## src/logic/ddcr_pkg.sv

```systemverilog
// Shared constants of the dual converter configuration register bank
package ddcr_pkg;
    // Bus and field widths
    localparam int AV_ADDR_W = 8;
    localparam int AV_DATA_W = 32;
    localparam int AV_BE_W = 4;
    localparam int IDX_LSB = 2;
    localparam int IDX_W = AV_ADDR_W - IDX_LSB;
    localparam int REG_W = 16;
    localparam int LANE_W = 14;
    localparam int DLY_W = 3;

    // Register indices; byte address is four times the index
    localparam logic [IDX_W-1:0] IDX_OUT_ALARM = 6'h01;
    localparam logic [IDX_W-1:0] IDX_RX_EN = 6'h02;
    localparam logic [IDX_W-1:0] IDX_DELAY = 6'h03;
    localparam logic [IDX_W-1:0] IDX_PATTERN = 6'h04;

    // Reset values
    localparam logic [REG_W-1:0] RST_OUT_ALARM = 16'h600e;
    localparam logic [REG_W-1:0] RST_RX_EN = 16'h3fff;
    localparam logic [REG_W-1:0] RST_DELAY = 16'h0000;
    localparam logic [REG_W-1:0] RST_PATTERN = 16'h0000;

    // Implemented bits; everything else reads zero
    localparam logic [REG_W-1:0] MASK_OUT_ALARM = 16'hfefe;
    localparam logic [REG_W-1:0] MASK_RX_EN = 16'h3fff;
    localparam logic [REG_W-1:0] MASK_DELAY = 16'hfff9;
    localparam logic [REG_W-1:0] MASK_PATTERN = 16'h3fff;

    // Output and alarm control word
    localparam int BIT_IO_TEST = 15;
    localparam int BIT_B_SIDE_CLK = 14;
    localparam int BIT_FULL_WORD = 13;
    localparam int BIT_AUTO_CLEAR = 12;
    localparam int BIT_DAC_CLK_GONE = 11;
    localparam int BIT_DATA_CLK_GONE = 10;
    localparam int BIT_COLL_SHUT = 9;
    localparam int BIT_COMPL_A = 7;
    localparam int BIT_COMPL_B = 6;
    localparam int BIT_SW_SYNC = 5;
    localparam int BIT_SW_SYNC_MODE = 4;
    localparam int BIT_TWO_APART = 3;
    localparam int BIT_ONE_APART = 2;
    localparam int BIT_COLL_ALARM = 1;

    // Input delay word
    localparam int DLY_A_DATA_LSB = 13;
    localparam int DLY_A_CLK_LSB = 10;
    localparam int DLY_B_DATA_LSB = 7;
    localparam int DLY_B_CLK_LSB = 4;
    localparam int BIT_EXT_REF = 3;
    localparam int BIT_DUAL_CLK = 0;
    localparam int DELAY_STEP_PS = 80;
endpackage

```

## src/logic/ddcr_ctrl_if.sv

```systemverilog
// Control bits passed from the register bank to its datapath and sync helpers
`timescale 1ns/1ps
interface ddcr_ctrl_if;
    logic compl_a;
    logic compl_b;
    logic coll_shut;
    logic coll_alarm_en;
    logic one_apart_en;
    logic two_apart_en;
    logic sw_sync_mode;
    logic sw_sync_bit;

    modport source (output compl_a, compl_b, coll_shut, coll_alarm_en, one_apart_en,
                    two_apart_en, sw_sync_mode, sw_sync_bit);
    modport sink (input compl_a, compl_b, coll_shut, coll_alarm_en, one_apart_en,
                  two_apart_en, sw_sync_mode, sw_sync_bit);
endinterface

```

## src/logic/ddcr_data_path.sv

```systemverilog
// Converter word inversion, collision shutdown and FIFO alarm gating
`timescale 1ns/1ps
module ddcr_data_path #(
    parameter int DATA_W = 14
) (
    input wire logic sys_clk_in,
    input wire logic sys_rst_in,
    ddcr_ctrl_if.sink ctrl,
    input wire logic [DATA_W-1:0] dac_a_data_in,
    input wire logic [DATA_W-1:0] dac_b_data_in,
    input wire logic fifo_collision_in,
    input wire logic fifo_one_apart_in,
    input wire logic fifo_two_apart_in,
    output logic [DATA_W-1:0] dac_a_data_out,
    output logic [DATA_W-1:0] dac_b_data_out,
    output logic output_off_out,
    output logic collision_alarm_out,
    output logic one_apart_alarm_out,
    output logic two_apart_alarm_out
);
    import ddcr_pkg::*;

    // Refuse a word width the complement logic cannot serve
    if (DATA_W < 1)
    begin : g_bad_width
        $error("DATA_W must be at least 1");
    end

    // Complement swaps the analog pin roles without rewiring the board
    always_ff @(posedge sys_clk_in or posedge sys_rst_in)
    begin
        if (sys_rst_in)
        begin
            dac_a_data_out <= '0;
            dac_b_data_out <= '0;
        end
        else
        begin
            dac_a_data_out <= ctrl.compl_a ? ~dac_a_data_in : dac_a_data_in;
            dac_b_data_out <= ctrl.compl_b ? ~dac_b_data_in : dac_b_data_in;
        end
    end

    // Alarm gating and shutdown request
    always_ff @(posedge sys_clk_in or posedge sys_rst_in)
    begin
        if (sys_rst_in)
        begin
            output_off_out <= 1'b0;
            collision_alarm_out <= 1'b0;
            one_apart_alarm_out <= 1'b0;
            two_apart_alarm_out <= 1'b0;
        end
        else
        begin
            output_off_out <= ctrl.coll_shut & fifo_collision_in;
            collision_alarm_out <= ctrl.coll_alarm_en & fifo_collision_in;
            one_apart_alarm_out <= ctrl.one_apart_en & fifo_one_apart_in;
            two_apart_alarm_out <= ctrl.two_apart_en & fifo_two_apart_in;
        end
    end

    property p_invert_a;
        @(posedge sys_clk_in) disable iff (sys_rst_in)
        $past(ctrl.compl_a) |-> (dac_a_data_out ^ $past(dac_a_data_in)) == '1;
    endproperty
    a_invert_a: assert property (p_invert_a) else $error("channel a not inverted");

    property p_shutdown;
        @(posedge sys_clk_in) disable iff (sys_rst_in)
        (fifo_collision_in && !ctrl.coll_shut) |=> !output_off_out;
    endproperty
    a_shutdown: assert property (p_shutdown) else $error("shutdown while disabled");

    property p_two_apart_gate;
        @(posedge sys_clk_in) disable iff (sys_rst_in)
        !ctrl.two_apart_en |=> !two_apart_alarm_out;
    endproperty
    a_two_apart_gate: assert property (p_two_apart_gate) else $error("2-apart leaked");
endmodule

```

## src/logic/ddcr_sync_select.sv

```systemverilog
// Chip sync source selection: synchronised pin or register-driven edge
`timescale 1ns/1ps
module ddcr_sync_select (
    input wire logic sys_clk_in,
    input wire logic sys_rst_in,
    ddcr_ctrl_if.sink ctrl,
    input wire logic sync_input_pair_in,
    output logic chip_sync_out
);
    import ddcr_pkg::*;

    logic pin_meta;
    logic pin_sync;
    logic sw_bit_prev;

    // Pin crosses two flops before anything looks at it
    always_ff @(posedge sys_clk_in or posedge sys_rst_in)
    begin
        if (sys_rst_in)
        begin
            pin_meta <= 1'b0;
            pin_sync <= 1'b0;
        end
        else
        begin
            pin_meta <= sync_input_pair_in;
            pin_sync <= pin_meta;
        end
    end

    // Tracks the bit in both modes so entering software mode never fakes an edge
    always_ff @(posedge sys_clk_in or posedge sys_rst_in)
    begin
        if (sys_rst_in)
            sw_bit_prev <= 1'b0;
        else
            sw_bit_prev <= ctrl.sw_sync_bit;
    end

    // Source select; only a rising bit makes a pulse in software mode
    always_ff @(posedge sys_clk_in or posedge sys_rst_in)
    begin
        if (sys_rst_in)
            chip_sync_out <= 1'b0;
        else if (ctrl.sw_sync_mode)
            chip_sync_out <= ctrl.sw_sync_bit & ~sw_bit_prev;
        else
            chip_sync_out <= pin_sync;
    end

    property p_sw_rise_pulse;
        @(posedge sys_clk_in) disable iff (sys_rst_in)
        (ctrl.sw_sync_mode && ctrl.sw_sync_bit && !sw_bit_prev) |=> chip_sync_out;
    endproperty
    a_sw_rise_pulse: assert property (p_sw_rise_pulse) else $error("sync rise lost");

    property p_sw_fall_silent;
        @(posedge sys_clk_in) disable iff (sys_rst_in)
        (ctrl.sw_sync_mode && $fell(ctrl.sw_sync_bit)) |=> !chip_sync_out;
    endproperty
    a_sw_fall_silent: assert property (p_sw_fall_silent) else $error("sync on fall");

    property p_pin_follow;
        @(posedge sys_clk_in) disable iff (sys_rst_in)
        ($past(!ctrl.sw_sync_mode) && !$past(sys_rst_in, 3))
            |-> chip_sync_out == $past(sync_input_pair_in, 3);
    endproperty
    a_pin_follow: assert property (p_pin_follow) else $error("pin sync wrong");
endmodule

```

## src/logic/ddcr_top.sv

```systemverilog
// Dual converter configuration register bank on an Avalon-MM slave
`timescale 1ns/1ps
module ddcr_top (
    input wire logic sys_clk_in,
    input wire logic sys_rst_in,
    input wire logic [ddcr_pkg::AV_ADDR_W-1:0] avs_address_in,
    input wire logic avs_read_in,
    input wire logic avs_write_in,
    input wire logic [ddcr_pkg::AV_DATA_W-1:0] avs_writedata_in,
    input wire logic [ddcr_pkg::AV_BE_W-1:0] avs_byteenable_in,
    output logic [ddcr_pkg::AV_DATA_W-1:0] avs_readdata_out,
    output logic avs_waitrequest_out,
    input wire logic [ddcr_pkg::LANE_W-1:0] dac_a_data_in,
    input wire logic [ddcr_pkg::LANE_W-1:0] dac_b_data_in,
    input wire logic fifo_collision_in,
    input wire logic fifo_one_apart_in,
    input wire logic fifo_two_apart_in,
    input wire logic [ddcr_pkg::LANE_W-1:0] pattern_error_in,
    input wire logic sync_input_pair_in,
    output logic [ddcr_pkg::LANE_W-1:0] dac_a_data_out,
    output logic [ddcr_pkg::LANE_W-1:0] dac_b_data_out,
    output logic output_off_out,
    output logic collision_alarm_out,
    output logic one_apart_alarm_out,
    output logic two_apart_alarm_out,
    output logic chip_sync_out,
    output logic [ddcr_pkg::LANE_W-1:0] receiver_enable_out,
    output logic [ddcr_pkg::DLY_W-1:0] port_a_lanes_delay_out,
    output logic [ddcr_pkg::DLY_W-1:0] port_a_clock_pair_delay_out,
    output logic [ddcr_pkg::DLY_W-1:0] port_b_lanes_delay_out,
    output logic [ddcr_pkg::DLY_W-1:0] port_b_clock_pair_delay_out,
    output logic ext_ref_select_out,
    output logic dual_clock_select_out,
    output logic full_word_mode_out,
    output logic io_test_enable_out,
    output logic b_side_clock_enable_out,
    output logic alarm_auto_clear_out,
    output logic dac_clock_gone_shut_out,
    output logic data_clock_gone_shut_out
);
    import ddcr_pkg::*;

    logic [REG_W-1:0] output_and_alarm_control;
    logic [REG_W-1:0] receiver_enable;
    logic [REG_W-1:0] input_delay_control;
    logic [REG_W-1:0] pattern_check_results;
    logic [REG_W-1:0] next_read_word;
    logic [REG_W-1:0] pattern_clear;
    logic [REG_W-1:0] pattern_set;
    logic [IDX_W-1:0] reg_index;
    logic bus_req;
    logic bus_ack;
    logic wr_en;
    logic rd_en;

    ddcr_ctrl_if ctrl ();

    // Byte-lane merge; unimplemented bits are forced to zero on the way in
    function automatic logic [REG_W-1:0] lane_merge(
        input logic [REG_W-1:0] old_val,
        input logic [AV_DATA_W-1:0] data,
        input logic [AV_BE_W-1:0] be,
        input logic [REG_W-1:0] mask
    );
        logic [REG_W-1:0] merged;
        merged = old_val;
        if (be[0])
            merged[7:0] = data[7:0];
        if (be[1])
            merged[15:8] = data[15:8];
        return merged & mask;
    endfunction

    // Bus decode; a request is taken when waitrequest is high and answered next cycle
    assign reg_index = avs_address_in[AV_ADDR_W-1:IDX_LSB];
    assign bus_req = avs_read_in | avs_write_in;
    assign bus_ack = bus_req & avs_waitrequest_out;
    assign wr_en = bus_ack & avs_write_in;
    assign rd_en = bus_ack & avs_read_in;

    // One wait state keeps readdata a flop and leaves the decode unhurried
    always_ff @(posedge sys_clk_in or posedge sys_rst_in)
    begin
        if (sys_rst_in)
            avs_waitrequest_out <= 1'b1;
        else
            avs_waitrequest_out <= ~bus_ack;
    end

    // Output and alarm control word
    always_ff @(posedge sys_clk_in or posedge sys_rst_in)
    begin
        if (sys_rst_in)
            output_and_alarm_control <= RST_OUT_ALARM;
        else if (wr_en && reg_index == IDX_OUT_ALARM)
            output_and_alarm_control <= lane_merge(output_and_alarm_control, avs_writedata_in,
                                                   avs_byteenable_in, MASK_OUT_ALARM);
    end

    // Receiver power word
    always_ff @(posedge sys_clk_in or posedge sys_rst_in)
    begin
        if (sys_rst_in)
            receiver_enable <= RST_RX_EN;
        else if (wr_en && reg_index == IDX_RX_EN)
            receiver_enable <= lane_merge(receiver_enable, avs_writedata_in,
                                          avs_byteenable_in, MASK_RX_EN);
    end

    // Input delay word; dual clock is not interlocked with sync mode here
    always_ff @(posedge sys_clk_in or posedge sys_rst_in)
    begin
        if (sys_rst_in)
            input_delay_control <= RST_DELAY;
        else if (wr_en && reg_index == IDX_DELAY)
            input_delay_control <= lane_merge(input_delay_control, avs_writedata_in,
                                              avs_byteenable_in, MASK_DELAY);
    end

    // Pattern results: write one to clear, a new error in the same cycle wins
    assign pattern_set = {{(REG_W-LANE_W){1'b0}}, pattern_error_in};
    assign pattern_clear = (wr_en && reg_index == IDX_PATTERN)
                         ? lane_merge('0, avs_writedata_in, avs_byteenable_in, MASK_PATTERN)
                         : '0;

    always_ff @(posedge sys_clk_in or posedge sys_rst_in)
    begin
        if (sys_rst_in)
            pattern_check_results <= RST_PATTERN;
        else
            pattern_check_results <= ((pattern_check_results & ~pattern_clear) | pattern_set)
                                     & MASK_PATTERN;
    end

    // Read selection; unmapped offsets read zero
    always_comb
    begin
        case (reg_index)
            IDX_OUT_ALARM: next_read_word = output_and_alarm_control;
            IDX_RX_EN: next_read_word = receiver_enable;
            IDX_DELAY: next_read_word = input_delay_control;
            IDX_PATTERN: next_read_word = pattern_check_results;
            default: next_read_word = '0;
        endcase
    end

    // Read data latched at the accepting edge, upper half always zero
    always_ff @(posedge sys_clk_in or posedge sys_rst_in)
    begin
        if (sys_rst_in)
            avs_readdata_out <= '0;
        else if (rd_en)
            avs_readdata_out <= {{(AV_DATA_W-REG_W){1'b0}}, next_read_word};
    end

    // Control bits for the helpers
    assign ctrl.compl_a = output_and_alarm_control[BIT_COMPL_A];
    assign ctrl.compl_b = output_and_alarm_control[BIT_COMPL_B];
    assign ctrl.coll_shut = output_and_alarm_control[BIT_COLL_SHUT];
    assign ctrl.coll_alarm_en = output_and_alarm_control[BIT_COLL_ALARM];
    assign ctrl.one_apart_en = output_and_alarm_control[BIT_ONE_APART];
    assign ctrl.two_apart_en = output_and_alarm_control[BIT_TWO_APART];
    assign ctrl.sw_sync_mode = output_and_alarm_control[BIT_SW_SYNC_MODE];
    assign ctrl.sw_sync_bit = output_and_alarm_control[BIT_SW_SYNC];

    // Analog-side settings come straight off the register flops
    assign receiver_enable_out = receiver_enable[LANE_W-1:0];
    assign port_a_lanes_delay_out = input_delay_control[DLY_A_DATA_LSB +: DLY_W];
    assign port_a_clock_pair_delay_out = input_delay_control[DLY_A_CLK_LSB +: DLY_W];
    assign port_b_lanes_delay_out = input_delay_control[DLY_B_DATA_LSB +: DLY_W];
    assign port_b_clock_pair_delay_out = input_delay_control[DLY_B_CLK_LSB +: DLY_W];
    assign ext_ref_select_out = input_delay_control[BIT_EXT_REF];
    assign dual_clock_select_out = input_delay_control[BIT_DUAL_CLK];
    assign full_word_mode_out = output_and_alarm_control[BIT_FULL_WORD];
    assign io_test_enable_out = output_and_alarm_control[BIT_IO_TEST];
    assign b_side_clock_enable_out = output_and_alarm_control[BIT_B_SIDE_CLK];
    assign alarm_auto_clear_out = output_and_alarm_control[BIT_AUTO_CLEAR];
    assign dac_clock_gone_shut_out = output_and_alarm_control[BIT_DAC_CLK_GONE];
    assign data_clock_gone_shut_out = output_and_alarm_control[BIT_DATA_CLK_GONE];

    // Datapath: inversion, shutdown, alarm gating
    ddcr_data_path #(
        .DATA_W(LANE_W)
    ) u_data_path (
        .sys_clk_in(sys_clk_in),
        .sys_rst_in(sys_rst_in),
        .ctrl(ctrl.sink),
        .dac_a_data_in(dac_a_data_in),
        .dac_b_data_in(dac_b_data_in),
        .fifo_collision_in(fifo_collision_in),
        .fifo_one_apart_in(fifo_one_apart_in),
        .fifo_two_apart_in(fifo_two_apart_in),
        .dac_a_data_out(dac_a_data_out),
        .dac_b_data_out(dac_b_data_out),
        .output_off_out(output_off_out),
        .collision_alarm_out(collision_alarm_out),
        .one_apart_alarm_out(one_apart_alarm_out),
        .two_apart_alarm_out(two_apart_alarm_out)
    );

    // Chip sync source
    ddcr_sync_select u_sync_select (
        .sys_clk_in(sys_clk_in),
        .sys_rst_in(sys_rst_in),
        .ctrl(ctrl.sink),
        .sync_input_pair_in(sync_input_pair_in),
        .chip_sync_out(chip_sync_out)
    );

    // Bus handshake, register field, pattern and datapath checks
    property p_wait_single;
        @(posedge sys_clk_in) disable iff (sys_rst_in)
        !avs_waitrequest_out |=> avs_waitrequest_out;
    endproperty
    a_wait_single: assert property (p_wait_single) else $error("waitrequest low too long");

    property p_wait_bounded;
        @(posedge sys_clk_in) disable iff (sys_rst_in)
        (bus_req && avs_waitrequest_out) |=> !avs_waitrequest_out;
    endproperty
    a_wait_bounded: assert property (p_wait_bounded) else $error("request not answered");

    property p_read_upper_zero;
        @(posedge sys_clk_in) disable iff (sys_rst_in)
        (avs_read_in && !avs_waitrequest_out)
            |-> avs_readdata_out[AV_DATA_W-1:REG_W] == '0
                && (reg_index != IDX_OUT_ALARM
                    || (avs_readdata_out[REG_W-1:0] & ~MASK_OUT_ALARM) == '0)
                && (reg_index != IDX_DELAY
                    || (avs_readdata_out[REG_W-1:0] & ~MASK_DELAY) == '0)
                && (reg_index != IDX_RX_EN
                    || (avs_readdata_out[REG_W-1:0] & ~MASK_RX_EN) == '0);
    endproperty
    a_read_upper_zero: assert property (p_read_upper_zero) else $error("reserved bit set");

    property p_rx_write;
        @(posedge sys_clk_in) disable iff (sys_rst_in)
        (wr_en && reg_index == IDX_RX_EN && avs_byteenable_in[1:0] == 2'b11)
            |=> receiver_enable_out == $past(avs_writedata_in[LANE_W-1:0]);
    endproperty
    a_rx_write: assert property (p_rx_write) else $error("receiver enable not written");

    property p_delay_write;
        @(posedge sys_clk_in) disable iff (sys_rst_in)
        (wr_en && reg_index == IDX_DELAY && avs_byteenable_in[1:0] == 2'b11)
            |=> port_a_lanes_delay_out == $past(avs_writedata_in[15:13])
                && port_b_clock_pair_delay_out == $past(avs_writedata_in[6:4])
                && dual_clock_select_out == $past(avs_writedata_in[0]);
    endproperty
    a_delay_write: assert property (p_delay_write) else $error("delay word not written");

    property p_delay_hold;
        @(posedge sys_clk_in) disable iff (sys_rst_in)
        !(wr_en && reg_index == IDX_DELAY) |=> $stable(input_delay_control);
    endproperty
    a_delay_hold: assert property (p_delay_hold) else $error("delay word changed alone");

    property p_pattern_set_wins;
        @(posedge sys_clk_in) disable iff (sys_rst_in)
        (pattern_error_in != '0)
            |=> (pattern_check_results[LANE_W-1:0] & $past(pattern_error_in))
                == $past(pattern_error_in);
    endproperty
    a_pattern_set_wins: assert property (p_pattern_set_wins) else $error("pattern error lost");

    property p_coll_alarm_path;
        @(posedge sys_clk_in) disable iff (sys_rst_in)
        (fifo_collision_in && ctrl.coll_alarm_en) |=> collision_alarm_out;
    endproperty
    a_coll_alarm_path: assert property (p_coll_alarm_path) else $error("collision alarm lost");

    property p_one_apart_gate;
        @(posedge sys_clk_in) disable iff (sys_rst_in)
        one_apart_alarm_out |-> $past(fifo_one_apart_in && ctrl.one_apart_en);
    endproperty
    a_one_apart_gate: assert property (p_one_apart_gate) else $error("1-apart alarm wrong");

    property p_invert_b;
        @(posedge sys_clk_in) disable iff (sys_rst_in)
        $past(!ctrl.compl_b) |-> dac_b_data_out == $past(dac_b_data_in);
    endproperty
    a_invert_b: assert property (p_invert_b) else $error("channel b altered");

    property p_ext_ref_bit;
        @(posedge sys_clk_in) disable iff (sys_rst_in)
        (wr_en && reg_index == IDX_DELAY && avs_byteenable_in[0])
            |=> ext_ref_select_out == $past(avs_writedata_in[3]);
    endproperty
    a_ext_ref_bit: assert property (p_ext_ref_bit) else $error("reference select wrong");

    // A full clear with no new error must leave the written bits at zero
    property p_pattern_clear;
        @(posedge sys_clk_in) disable iff (sys_rst_in)
        (wr_en && reg_index == IDX_PATTERN && avs_byteenable_in[1:0] == 2'b11
            && pattern_error_in == '0)
            |=> (pattern_check_results & $past(avs_writedata_in[REG_W-1:0])) == '0;
    endproperty
    a_pattern_clear: assert property (p_pattern_clear) else $error("pattern bit not cleared");

    property p_alarm_en_wr;
        @(posedge sys_clk_in) disable iff (sys_rst_in)
        (wr_en && reg_index == IDX_OUT_ALARM && avs_byteenable_in[0])
            |=> {ctrl.two_apart_en, ctrl.one_apart_en, ctrl.coll_alarm_en}
                == $past(avs_writedata_in[BIT_TWO_APART:BIT_COLL_ALARM]);
    endproperty
    a_alarm_en_wr: assert property (p_alarm_en_wr) else $error("enable lost");

    property p_sync_mode_wr;
        @(posedge sys_clk_in) disable iff (sys_rst_in)
        (wr_en && reg_index == IDX_OUT_ALARM && avs_byteenable_in[0])
            |=> ctrl.sw_sync_mode == $past(avs_writedata_in[BIT_SW_SYNC_MODE]);
    endproperty
    a_sync_mode_wr: assert property (p_sync_mode_wr) else $error("sync mode lost");

    property p_full_word_wr;
        @(posedge sys_clk_in) disable iff (sys_rst_in)
        (wr_en && reg_index == IDX_OUT_ALARM && avs_byteenable_in[1])
            |=> full_word_mode_out == $past(avs_writedata_in[BIT_FULL_WORD]);
    endproperty
    a_full_word_wr: assert property (p_full_word_wr) else $error("bus mode lost");

    property p_clk_delay_wr;
        @(posedge sys_clk_in) disable iff (sys_rst_in)
        (wr_en && reg_index == IDX_DELAY && avs_byteenable_in[1:0] == 2'b11)
            |=> port_a_clock_pair_delay_out == $past(avs_writedata_in[DLY_A_CLK_LSB +: DLY_W])
                && port_b_lanes_delay_out == $past(avs_writedata_in[DLY_B_DATA_LSB +: DLY_W]);
    endproperty
    a_clk_delay_wr: assert property (p_clk_delay_wr) else $error("delay lost");

    // Receiver power must not drift between writes
    property p_rx_hold;
        @(posedge sys_clk_in) disable iff (sys_rst_in)
        !(wr_en && reg_index == IDX_RX_EN) |=> $stable(receiver_enable);
    endproperty
    a_rx_hold: assert property (p_rx_hold) else $error("receiver word changed");

    // Main scenarios
    c_write_accept: cover property (@(posedge sys_clk_in) disable iff (sys_rst_in)
        avs_write_in && !avs_waitrequest_out);
    c_sw_sync_pulse: cover property (@(posedge sys_clk_in) disable iff (sys_rst_in)
        ctrl.sw_sync_mode ##1 chip_sync_out);
    c_shutdown: cover property (@(posedge sys_clk_in) disable iff (sys_rst_in)
        output_off_out);
    c_pattern_clear: cover property (@(posedge sys_clk_in) disable iff (sys_rst_in)
        (pattern_check_results != '0) ##1 (pattern_check_results == '0));
    c_set_wins: cover property (@(posedge sys_clk_in) disable iff (sys_rst_in)
        (pattern_error_in != '0) && (pattern_clear != '0));
endmodule

```

## config.mk

```make
export PLATFORM = sky130hd
export DESIGN_NAME = ddcr_top
export DESIGN_NICKNAME = d
export VERILOG_FILES = /design/src/logic/ddcr_pkg.sv /design/src/logic/ddcr_ctrl_if.sv /design/src/logic/ddcr_data_path.sv /design/src/logic/ddcr_sync_select.sv /design/src/logic/ddcr_top.sv
export SDC_FILE = /design/constraint.sdc
export NUM_CORES = 1
export LEC_CHECK = 0
export ABC_AREA = 1
export BUFFER_PORTS_ARGS = -buffer_cell sky130_fd_sc_hd__buf_4
export CAP_MARGIN = 20
export CORE_ASPECT_RATIO = 1.2
export CORE_UTILIZATION = 44
export DETAILED_ROUTE_END_ITERATION = 10
export GPL_ROUTABILITY_DRIVEN = 0
export GPL_TIMING_DRIVEN = 0
export HOLD_SLACK_MARGIN = 0.08
export PLACE_DENSITY_LB_ADDON = 0.25
export SLEW_MARGIN = 0
export SYNTH_ARGS = -nofsm -noshare
export SYNTH_HDL_FRONTEND = slang
export SYNTH_SLANG_ARGS = --single-unit
```

## constraint.sdc

```tcl
create_clock -name sys_clk_in -period 3.1 [get_ports sys_clk_in]
set_input_delay 0.31 -clock sys_clk_in [delete_from_list [all_inputs] [get_ports sys_clk_in]]
set_output_delay 0.31 -clock sys_clk_in [all_outputs]
set_load 0.01 [all_outputs]
```

==> reports/results.txt, run 1 <==
Setup violations remaining at the end of the flow were counted as 0. The first-pass iteration count of the detailed router came out at 6. The arrival time of the worst setup path came out at 1.78 ns.

Setup repair after global routing left no endpoint under its margin. The final net count is 828. The clock slew seen by the registers of the worst setup and hold paths works out to 0.07 ns. Overall fraction of global-route tracks in use: 22.6%. The floorplan has 42 rows. The area of the placeable core came out at 0.0110 mm^2. The count of buffers added on input and output ports is 156. The average instance in the mapped netlist occupies 9.03 um^2. The worst hold-check path type was in -> async. For this run, the register share of the synthesized area comes to 55.5%.

Based on the critical path, the design can be clocked at up to 646 MHz. In this run the horizontal extent of the chip is 98.9 um. The count of fill cells added during filler insertion came out at 958. The first global-routing pass estimated 20500 um of wire. Yosys printed 0 warnings. For the pin with the worst max-slew slack, the measured transition is 0.806 ns. Summed over all layers, the routed wires come to 12400 um. The run gives 9 as the number of CTS-inserted buffers. For the number of slew-limit violations in the final report, the log shows 0. Summing all flip-flop and latch instances after layout gives 0.00275 mm^2. The worst-case vdd ir drop is 218 uV, and the count of unresolved DRC violations after routing is 0. The number of cells in the finished layout apart from fillers was 871; the final core utilization was 60.9%. The run gives 154 as the number of DRC markers after the initial detailed-route iteration. dfrtp_1 takes more of the synthesized area than any other cell. The count of nets left with antenna violations once routing finished came out at 0.

In this run the worst path has a maximum fanout of 10. The logs give 0 for the total overflow reported by the global router and 3.33 ns for the endpoint required time on the critical path. Once the floorplan was initialized, standard cells occupied 45.2% of the core.

The count of cells resized by post-cts repair was 0; the pin count of the biggest net entering global routing was 42. The worst setup path is launched from a flip-flop. The logs give 0 for the final hold violation count and 2 for the maximum number of buffers from clock root to sink. Measured against its own limit, the worst slew margin works out to 46.1%. Summing over every cut layer, the via total after detailed routing is 4099. The netlist area before placement came out at 0.00496 mm^2. The tool flagged a number of max-cap violations equal to 0. The run gives 0 as the total setup buffers inserted after CTS.

From bottom edge to top edge, the die measures 118 um. In the finished design, the share of the clock period the worst path needs comes to 50.0%. The number of antenna violations at the first check in global routing is 0. The run gives 0.34 ns as the clock latency reported for the late side of the worst-skew pair.

In the final layout, the multi-input gates occupy 0.00173 mm^2. Clock tree synthesis selected as its root buffer the cell clkbuf_16. The average vias per placed instance was 4.71. The run finished with clean final reports.

For this design the static power due to leakage is 3.65 nW. Summed over its instances, the top area cell type makes up 44.9% of the synthesized netlist area. The classification of the worst setup path is reg -> reg. Summed over all failing endpoints, the final setup total negative slack is 0 ns. In the final layout, the share of cells above drive strength 1 is 37.1%. The area growth from synthesis to layout is 34.9%. For the synthesized instance count, the log shows 549. The floorplan step defined a die boundary enclosing 0.0117 mm^2. The number of library cell types mapped by synthesis is 25, and the number of levels the H-tree was split into is 3. The via count of the first global-routing pass was 4191. The post-route minimum period was 1.55 ns.

Sorting the synthesized cells by area gives the leading types as dfrtp_1, nand2_1, dfstp_2. TritonCTS built the clock tree. The run gives 0.00507 ns as the final worst clock skew.

The number of clock sinks seen by CTS was 109. The run gives 1.55 ns as the flop-to-flop setup slack. In this run the count of I/O pins placed on the die edge is 194. In the final routed layout, each cell accounts on average for 14.3 um. Counting flops and latches in the post-synthesis netlist gives 109. For the worst flop-to-flop path, the logic depth is 8. The count of hold buffers inserted by post-cts repair came out at 1. The power density relative to cell area came out at 457 mW/mm^2. The tools report the capturing element type of the critical path as a flip-flop.

Count of inserted antenna diode cells: 0. The placed wire-length estimate after detailed placement was 9500 um. The total instance count after detailed placement came out at 854.
[sequential cells by signal, summed over array words and instances, names as in the netlist]
register	cells
u_data_path.one_apart_alarm_out	1
u_data_path.dac_a_data_out	14
output_and_alarm_control	14
u_sync_select.pin_meta	1
avs_waitrequest_out	1
u_sync_select.pin_sync	1
u_data_path.two_apart_alarm_out	1
receiver_enable	14
avs_readdata_out	16
u_data_path.output_off_out	1
input_delay_control	14
u_data_path.collision_alarm_out	1
u_sync_select.sw_bit_prev	1
u_sync_select.chip_sync_out	1
u_data_path.dac_b_data_out	14
pattern_check_results	14
[power by group]
group / leakage, nW / internal, mW / total (mW) / switching [mW]
Combinational: 2.21 / 0.201 / 0.421 / 0.220
Clock: 0.140 / 0.611 / 1.10 / 0.487
Sequential: 1.30 / 1.50 / 1.54 / 0.0368
[per-stage QoR]
| step | worst slack, ns | power, mW | hold slack (ns) | instance area [um^2] |
|---|---|---|---|---|
| after global placement | 0.856 | 1.97 | 0.339 | 6360 |
| after detailed placement | 1.44 | 1.99 | 0.344 | 6400 |
| after global routing | 1.44 | 3.18 | 0.119 | 6690 |
| after floorplan | 1.49 | 1.76 | 0.331 | 5020 |
| final | 1.55 | 3.06 | 0.107 | 6690 |
| after CTS | 1.54 | 3.08 | 0.116 | 6690 |
[final cells by class]
| class | count | share of cell area (%) |
|---|---|---|
| inverters | 75 | 4.28 |
| flip-flops and latches | 109 | 41.2 |
| multi-input cells | 341 | 25.8 |
| plain buffers | 39 | 3.80 |
| clock buffers | 15 | 4.15 |
| repair buffers | 159 | 18.3 |
| clock inverters | 1 | 0.0748 |
| well taps | 132 | 2.47 |
[logic make-up after synthesis]
kind of cell / after synthesis / share of synthesized area, %
xor+xnor: 28 / 4.94
flops: 109 / 55.5
other cells: 1 / 0.0756
compound gates: 58 / 7.92
simple gates: 239 / 20.7
buf+inv: 114 / 10.8
[worst paths after layout]
kind                                         from                       endpoint
min reg2reg                u_sync_select.pin_meta         u_sync_select.pin_sync
min in group sys_clk_in               avs_read_in            avs_waitrequest_out
max                           avs_waitrequest_out        input_delay_control[15]
min                                    sys_rst_in  u_data_path.dac_a_data_out[8]
max reg2reg                   avs_waitrequest_out        input_delay_control[15]
max in group asynchronous              sys_rst_in            receiver_enable[13]
[critical path: stages (launching register included)]
cell     delay, ns
dfstp_2       0.54
o21ai_2       0.06
inv_2         0.07
nand2_2       0.10
nor2_2        0.13
nand2_2       0.14
buf_2         0.24
nand2_1       0.08
o21ai_1       0.05
[routing by layer]
layer  up-vias  track usage (%)  wire length, um
met5         -                0                0
li1       2036                -                -
met3        20             5.09              879
met4         0             10.5              307
met1      1869             27.8             5160
met2       174             37.7             6090
[synth_stat cells]
cell type	count
inv_1	69
dfrtp_1	89
nand3_2	1
clkinv_2	1
buf_4	16
nand2_1	157
buf_2	14
nand2_2	8
nor2_1	32
buf_6	4
buf_1	3
inv_2	4
nand4_1	20
conb_1	1
nor2_4	4
o21ai_1	22
o21ai_2	27
clkbuf_1	2
dfstp_2	20
nand3_1	14
nor2_2	3
o22ai_1	1
clkinv_1	1
o21ai_0	8
xor2_1	28
[placed cells by master (no fill, tap or decap), drive strengths merged]
cell type	synthesis	routed
inv	73	72
clkinvlp	0	1
nor2	39	39
o22ai	1	1
o21ai	57	57
dfrtp	89	89
clkbuf	2	17
nand3	15	15
conb	1	16
nand4	20	20
nand2	165	165
dlygate4sd3	0	1
buf	37	195
dfstp	20	20
clkinv	2	3
xor2	28	28
Note: power is estimated with default switching activity, not from simulation.
==> run 2: changes to the inputs <==
--- a/config.mk
+++ b/config.mk
@@ -9,7 +9,7 @@
 export BUFFER_PORTS_ARGS = -buffer_cell sky130_fd_sc_hd__buf_4
 export CAP_MARGIN = 20
 export CORE_ASPECT_RATIO = 1.2
-export CORE_UTILIZATION = 44
+export CORE_UTILIZATION = 45
 export DETAILED_ROUTE_END_ITERATION = 10
 export GPL_ROUTABILITY_DRIVEN = 0
 export GPL_TIMING_DRIVEN = 0
==> constraint.sdc (replaced) <==
create_clock -name sys_clk_in -period 1.5 [get_ports sys_clk_in]
set_input_delay 0.15 -clock sys_clk_in [delete_from_list [all_inputs] [get_ports sys_clk_in]]
set_output_delay 0.15 -clock sys_clk_in [all_outputs]
set_load 0.01 [all_outputs]
==> run 2 against run 1 <==
  * The flow now finishes with violations (design-rule violations)
  * Clock skew is 0.00079 ns lower
  * Cell count rose by 5.6%
  * Clock power increased by 110%
  * Combinational power increased by 140%
  * Global-route usage rose by 2.1 points
  * Via count increased by 5.2%
  * Die area shrank 2.2%
  * First-iteration DRC count grew 55%
  * Sequential share of layout area decreased by 3.3 points
  * Setup slack lost 1.5 ns
  * Clock-buffer cell count fell by 1
  * Critical path type unchanged
==> reports/results.txt, run 2 (synthesis gave the netlist of run 1 again) <==
Among cell families on the critical path, the largest total delay comes from flip-flops. Final hold analysis gives a worst-case slack of 0.0962 ns. The run gives 4295 as the via count of the first global-routing pass. Walking the worst path, the cells encountered are o21ai_2 -> inv_2 -> nand2_2 -> nor2_4 -> nand2_4 -> buf_6 -> nand2_1 -> o21ai_2. The run gives 0.00427 ns as the final worst clock skew.

The final reports fail on design-rule violations. The run gives 13300 um as the overall routed net length. The first global-routing pass estimated 21600 um of wire.

The logs give 0 for the total overflow reported by the global router and 0 for the final hold violation count. For the finished layout, the period the worst path requires is 1.48 ns. The share of post-route cells with drive strength above 1 is 34.9%, and the sequential cell area is 0.00275 mm^2. Dividing the final minimum period by the clock period gives 98.6%. The number of slew-limit violations in the final report was 0; the number of levels the H-tree was split into was 3. Power density relative to cell area: 887 mW/mm^2. Number of clock sinks seen by CTS: 109. The run finished, with violations left. The wire length per cell is 14.4 um. The floorplan step defined a die boundary enclosing 0.0114 mm^2.

The run gives 3.91 nW as the reported leakage power. In the layout the commonest cells are buf_4, nand2_1, dfrtp_1. Relative contribution of combinational cells to total power: 15.6%. The area overhead of the layout relative to synthesis came out at 46.5%.

For the worst-case vdd ir drop, the log shows 511 uV. The critical path contains buffers and inverters numbering 2 combined. The endpoint required time on the critical path is 1.74 ns, and the maximum number of buffers from clock root to sink is 2. Using the TritonRoute via totals, the vias-per-cell ratio works out to 4.69.

Summing internal, switching and leakage power gives 6.44 mW. The run gives 4313 as the overall via count from detail_route. Counting stages on the worst path, the most repeated cell is o21ai_2. For the number of antenna violations at the first check in global routing, the log shows 0. For this design the total switching power over the nets is 1.58 mW. The tools report the area taken by multi-input logic gates as 0.00176 mm^2. The run gives 676 MHz as the top achievable clock speed. Leaving out fill and tap cells, the most frequent cell in the layout is buf_4. For the number of cells in the finished layout apart from fillers, the log shows 920. The placed cell area was 0.00639 mm^2; the count of unresolved DRC violations after routing was 30. In this run, the clock network consumes 35.1% of the power. At the worst endpoint, the arrival time is 1.72 ns. The worst setup path is captured at a flip-flop. avs_readdata_out holds more flip-flops than any other register. The antenna violation net count after detailed routing is 0, and the initial standard-cell utilization of the core is 46.7%. The number of flip-flops under the largest register name is 16, and the clock slew seen by the registers of the worst setup and hold paths is 0.07 ns. The number of DRC markers after the initial detailed-route iteration came out at 239. Setup repair after global routing could not meet its margin everywhere. STA classifies the critical path startpoint as a flip-flop. The maximum fanout along the worst path is 10.

The count of max-cap constraint violations is 0, and the transition time of the tightest slew-check pin is 0.729 ns. From left edge to right edge, the die measures 97.8 um. The critical path is of the reg -> reg type. The tools report the remaining max-slew budget at the tightest pin as 51.3%.

The first detailed-routing pass took 8 iterations. The largest individual stage delay along the critical path comes from the cell dfstp_2. The tools report the area of all placed cells without fillers as 0.00727 mm^2. The portion of total power attributed to sequential cells is 49.3%, and the number of CTS-inserted buffers is 9. Of the total power, the share spent switching nets is 24.5%.

The final count of negative-setup-slack endpoints was 0. The overall fraction of global-route tracks in use came out at 24.7%. The wire-length estimate of the detail-placed layout is 9410 um.

The logs give 834 for the count of fill cells added during filler insertion and 851 for the total instance count after detailed placement. The die is 117 um tall. The path class of the tightest hold or removal check is in -> reg.

Entering global routing, the biggest net connects 44 pins. For the total I/O pin count, the log shows 194. The final net count was 881; the number of standard-cell rows in the floorplan was 41. TritonCTS built the clock tree. The largest single stage delay on the critical path is 0.54 ns. The floorplan step defined a core boundary enclosing 0.0106 mm^2. 0 antenna diodes ended up in the layout.

The cell-internal power was 4.87 mW. CTS placed an instance of clkbuf_16 at the clock tree root. The tools report the clock latency reported for the late side of the worst-skew pair as 0.35 ns. The number of I/O port buffers came out at 156.
run 2: cell types whose count changed in the layout (fill, tap and decap cells not counted), sizes merged:
| cell | previous run | this run |
|---|---|---|
| buf | 195 | 192 |
| clkbuf | 17 | 18 |
| dlygate4sd3 | 1 | 55 |
run 2: final cells by class:
cell class,count,share of cell area [%]
flip-flops and latches,109,37.9
clock inverters,1,0.0689
clock buffers,14,3.77
well taps,129,2.22
repair buffers,213,24.2
inverters,75,3.94
plain buffers,38,3.65
multi-input cells,341,24.2
run 2: routing by layer:
metal  track usage [%]  routed length (um)  vias up
li1                  -                   -     2126
met1              29.9                5340     1979
met2              44.3                6850      184
met3              3.44                 805       24
met4              11.0                 302        0
met5                 0                   0        -
run 2: worst paths after layout:
check	from	endpoint	slack (ns)	depth (start not counted)
max reg2reg	avs_waitrequest_out	output_and_alarm_control[10]	0.02	8
min	avs_writedata_in[11]	pattern_check_results[11]	0.1	4
max in group asynchronous	sys_rst_in	output_and_alarm_control[1]	0.31	4
min in group asynchronous	sys_rst_in	input_delay_control[12]	0.47	3
max	avs_waitrequest_out	output_and_alarm_control[10]	0.02	8
min reg2reg	u_sync_select.pin_meta	u_sync_select.pin_sync	0.35	0
run 2: through the flow:
stage	utilization (%)	setup WS (ns)	TNS, ns
global route	68.4	-0.0435	-0.156
floorplan	-	0.0508	0
CTS	68.2	0.00829	0
detailed placement	60.2	-0.0608	-0.377
finish	68.4	0.0216	0
global placement	59.8	-0.618	-58.46
run 2: what timing repair did:
| item | 4_1_cts | 5_1_grt |
|---|---|---|
| buffers inserted | 0 | 0 |
| endpoints found under the hold margin | 88 | 0 |
| hold buffers | 55 | 0 |
| gates resized for setup | 5 | 11 |
| endpoints found under the setup margin | 9 | 44 |
run 2: power groups by stage:
| stage | Sequential, mW | Combinational [mW] | Clock, mW |
|---|---|---|---|
| 2_1_floorplan | 3.29 | 0.342 | 0 |
| 3_3_place_gp | 3.23 | 0.846 | 0 |
| 3_5_place_dp | 3.23 | 0.876 | 0 |
| 4_1_cts | 3.18 | 0.998 | 2.32 |
| 5_1_grt | 3.20 | 1.09 | 2.44 |
| 6_report | 3.18 | 1.00 | 2.26 |
run 2: worst register-to-register path, cell delays in order, from the launching register on:
cell	delay, ns
dfstp_2	0.54
o21ai_2	0.06
inv_2	0.07
nand2_2	0.13
nor2_4	0.17
nand2_4	0.10
buf_6	0.17
nand2_1	0.08
o21ai_2	0.05
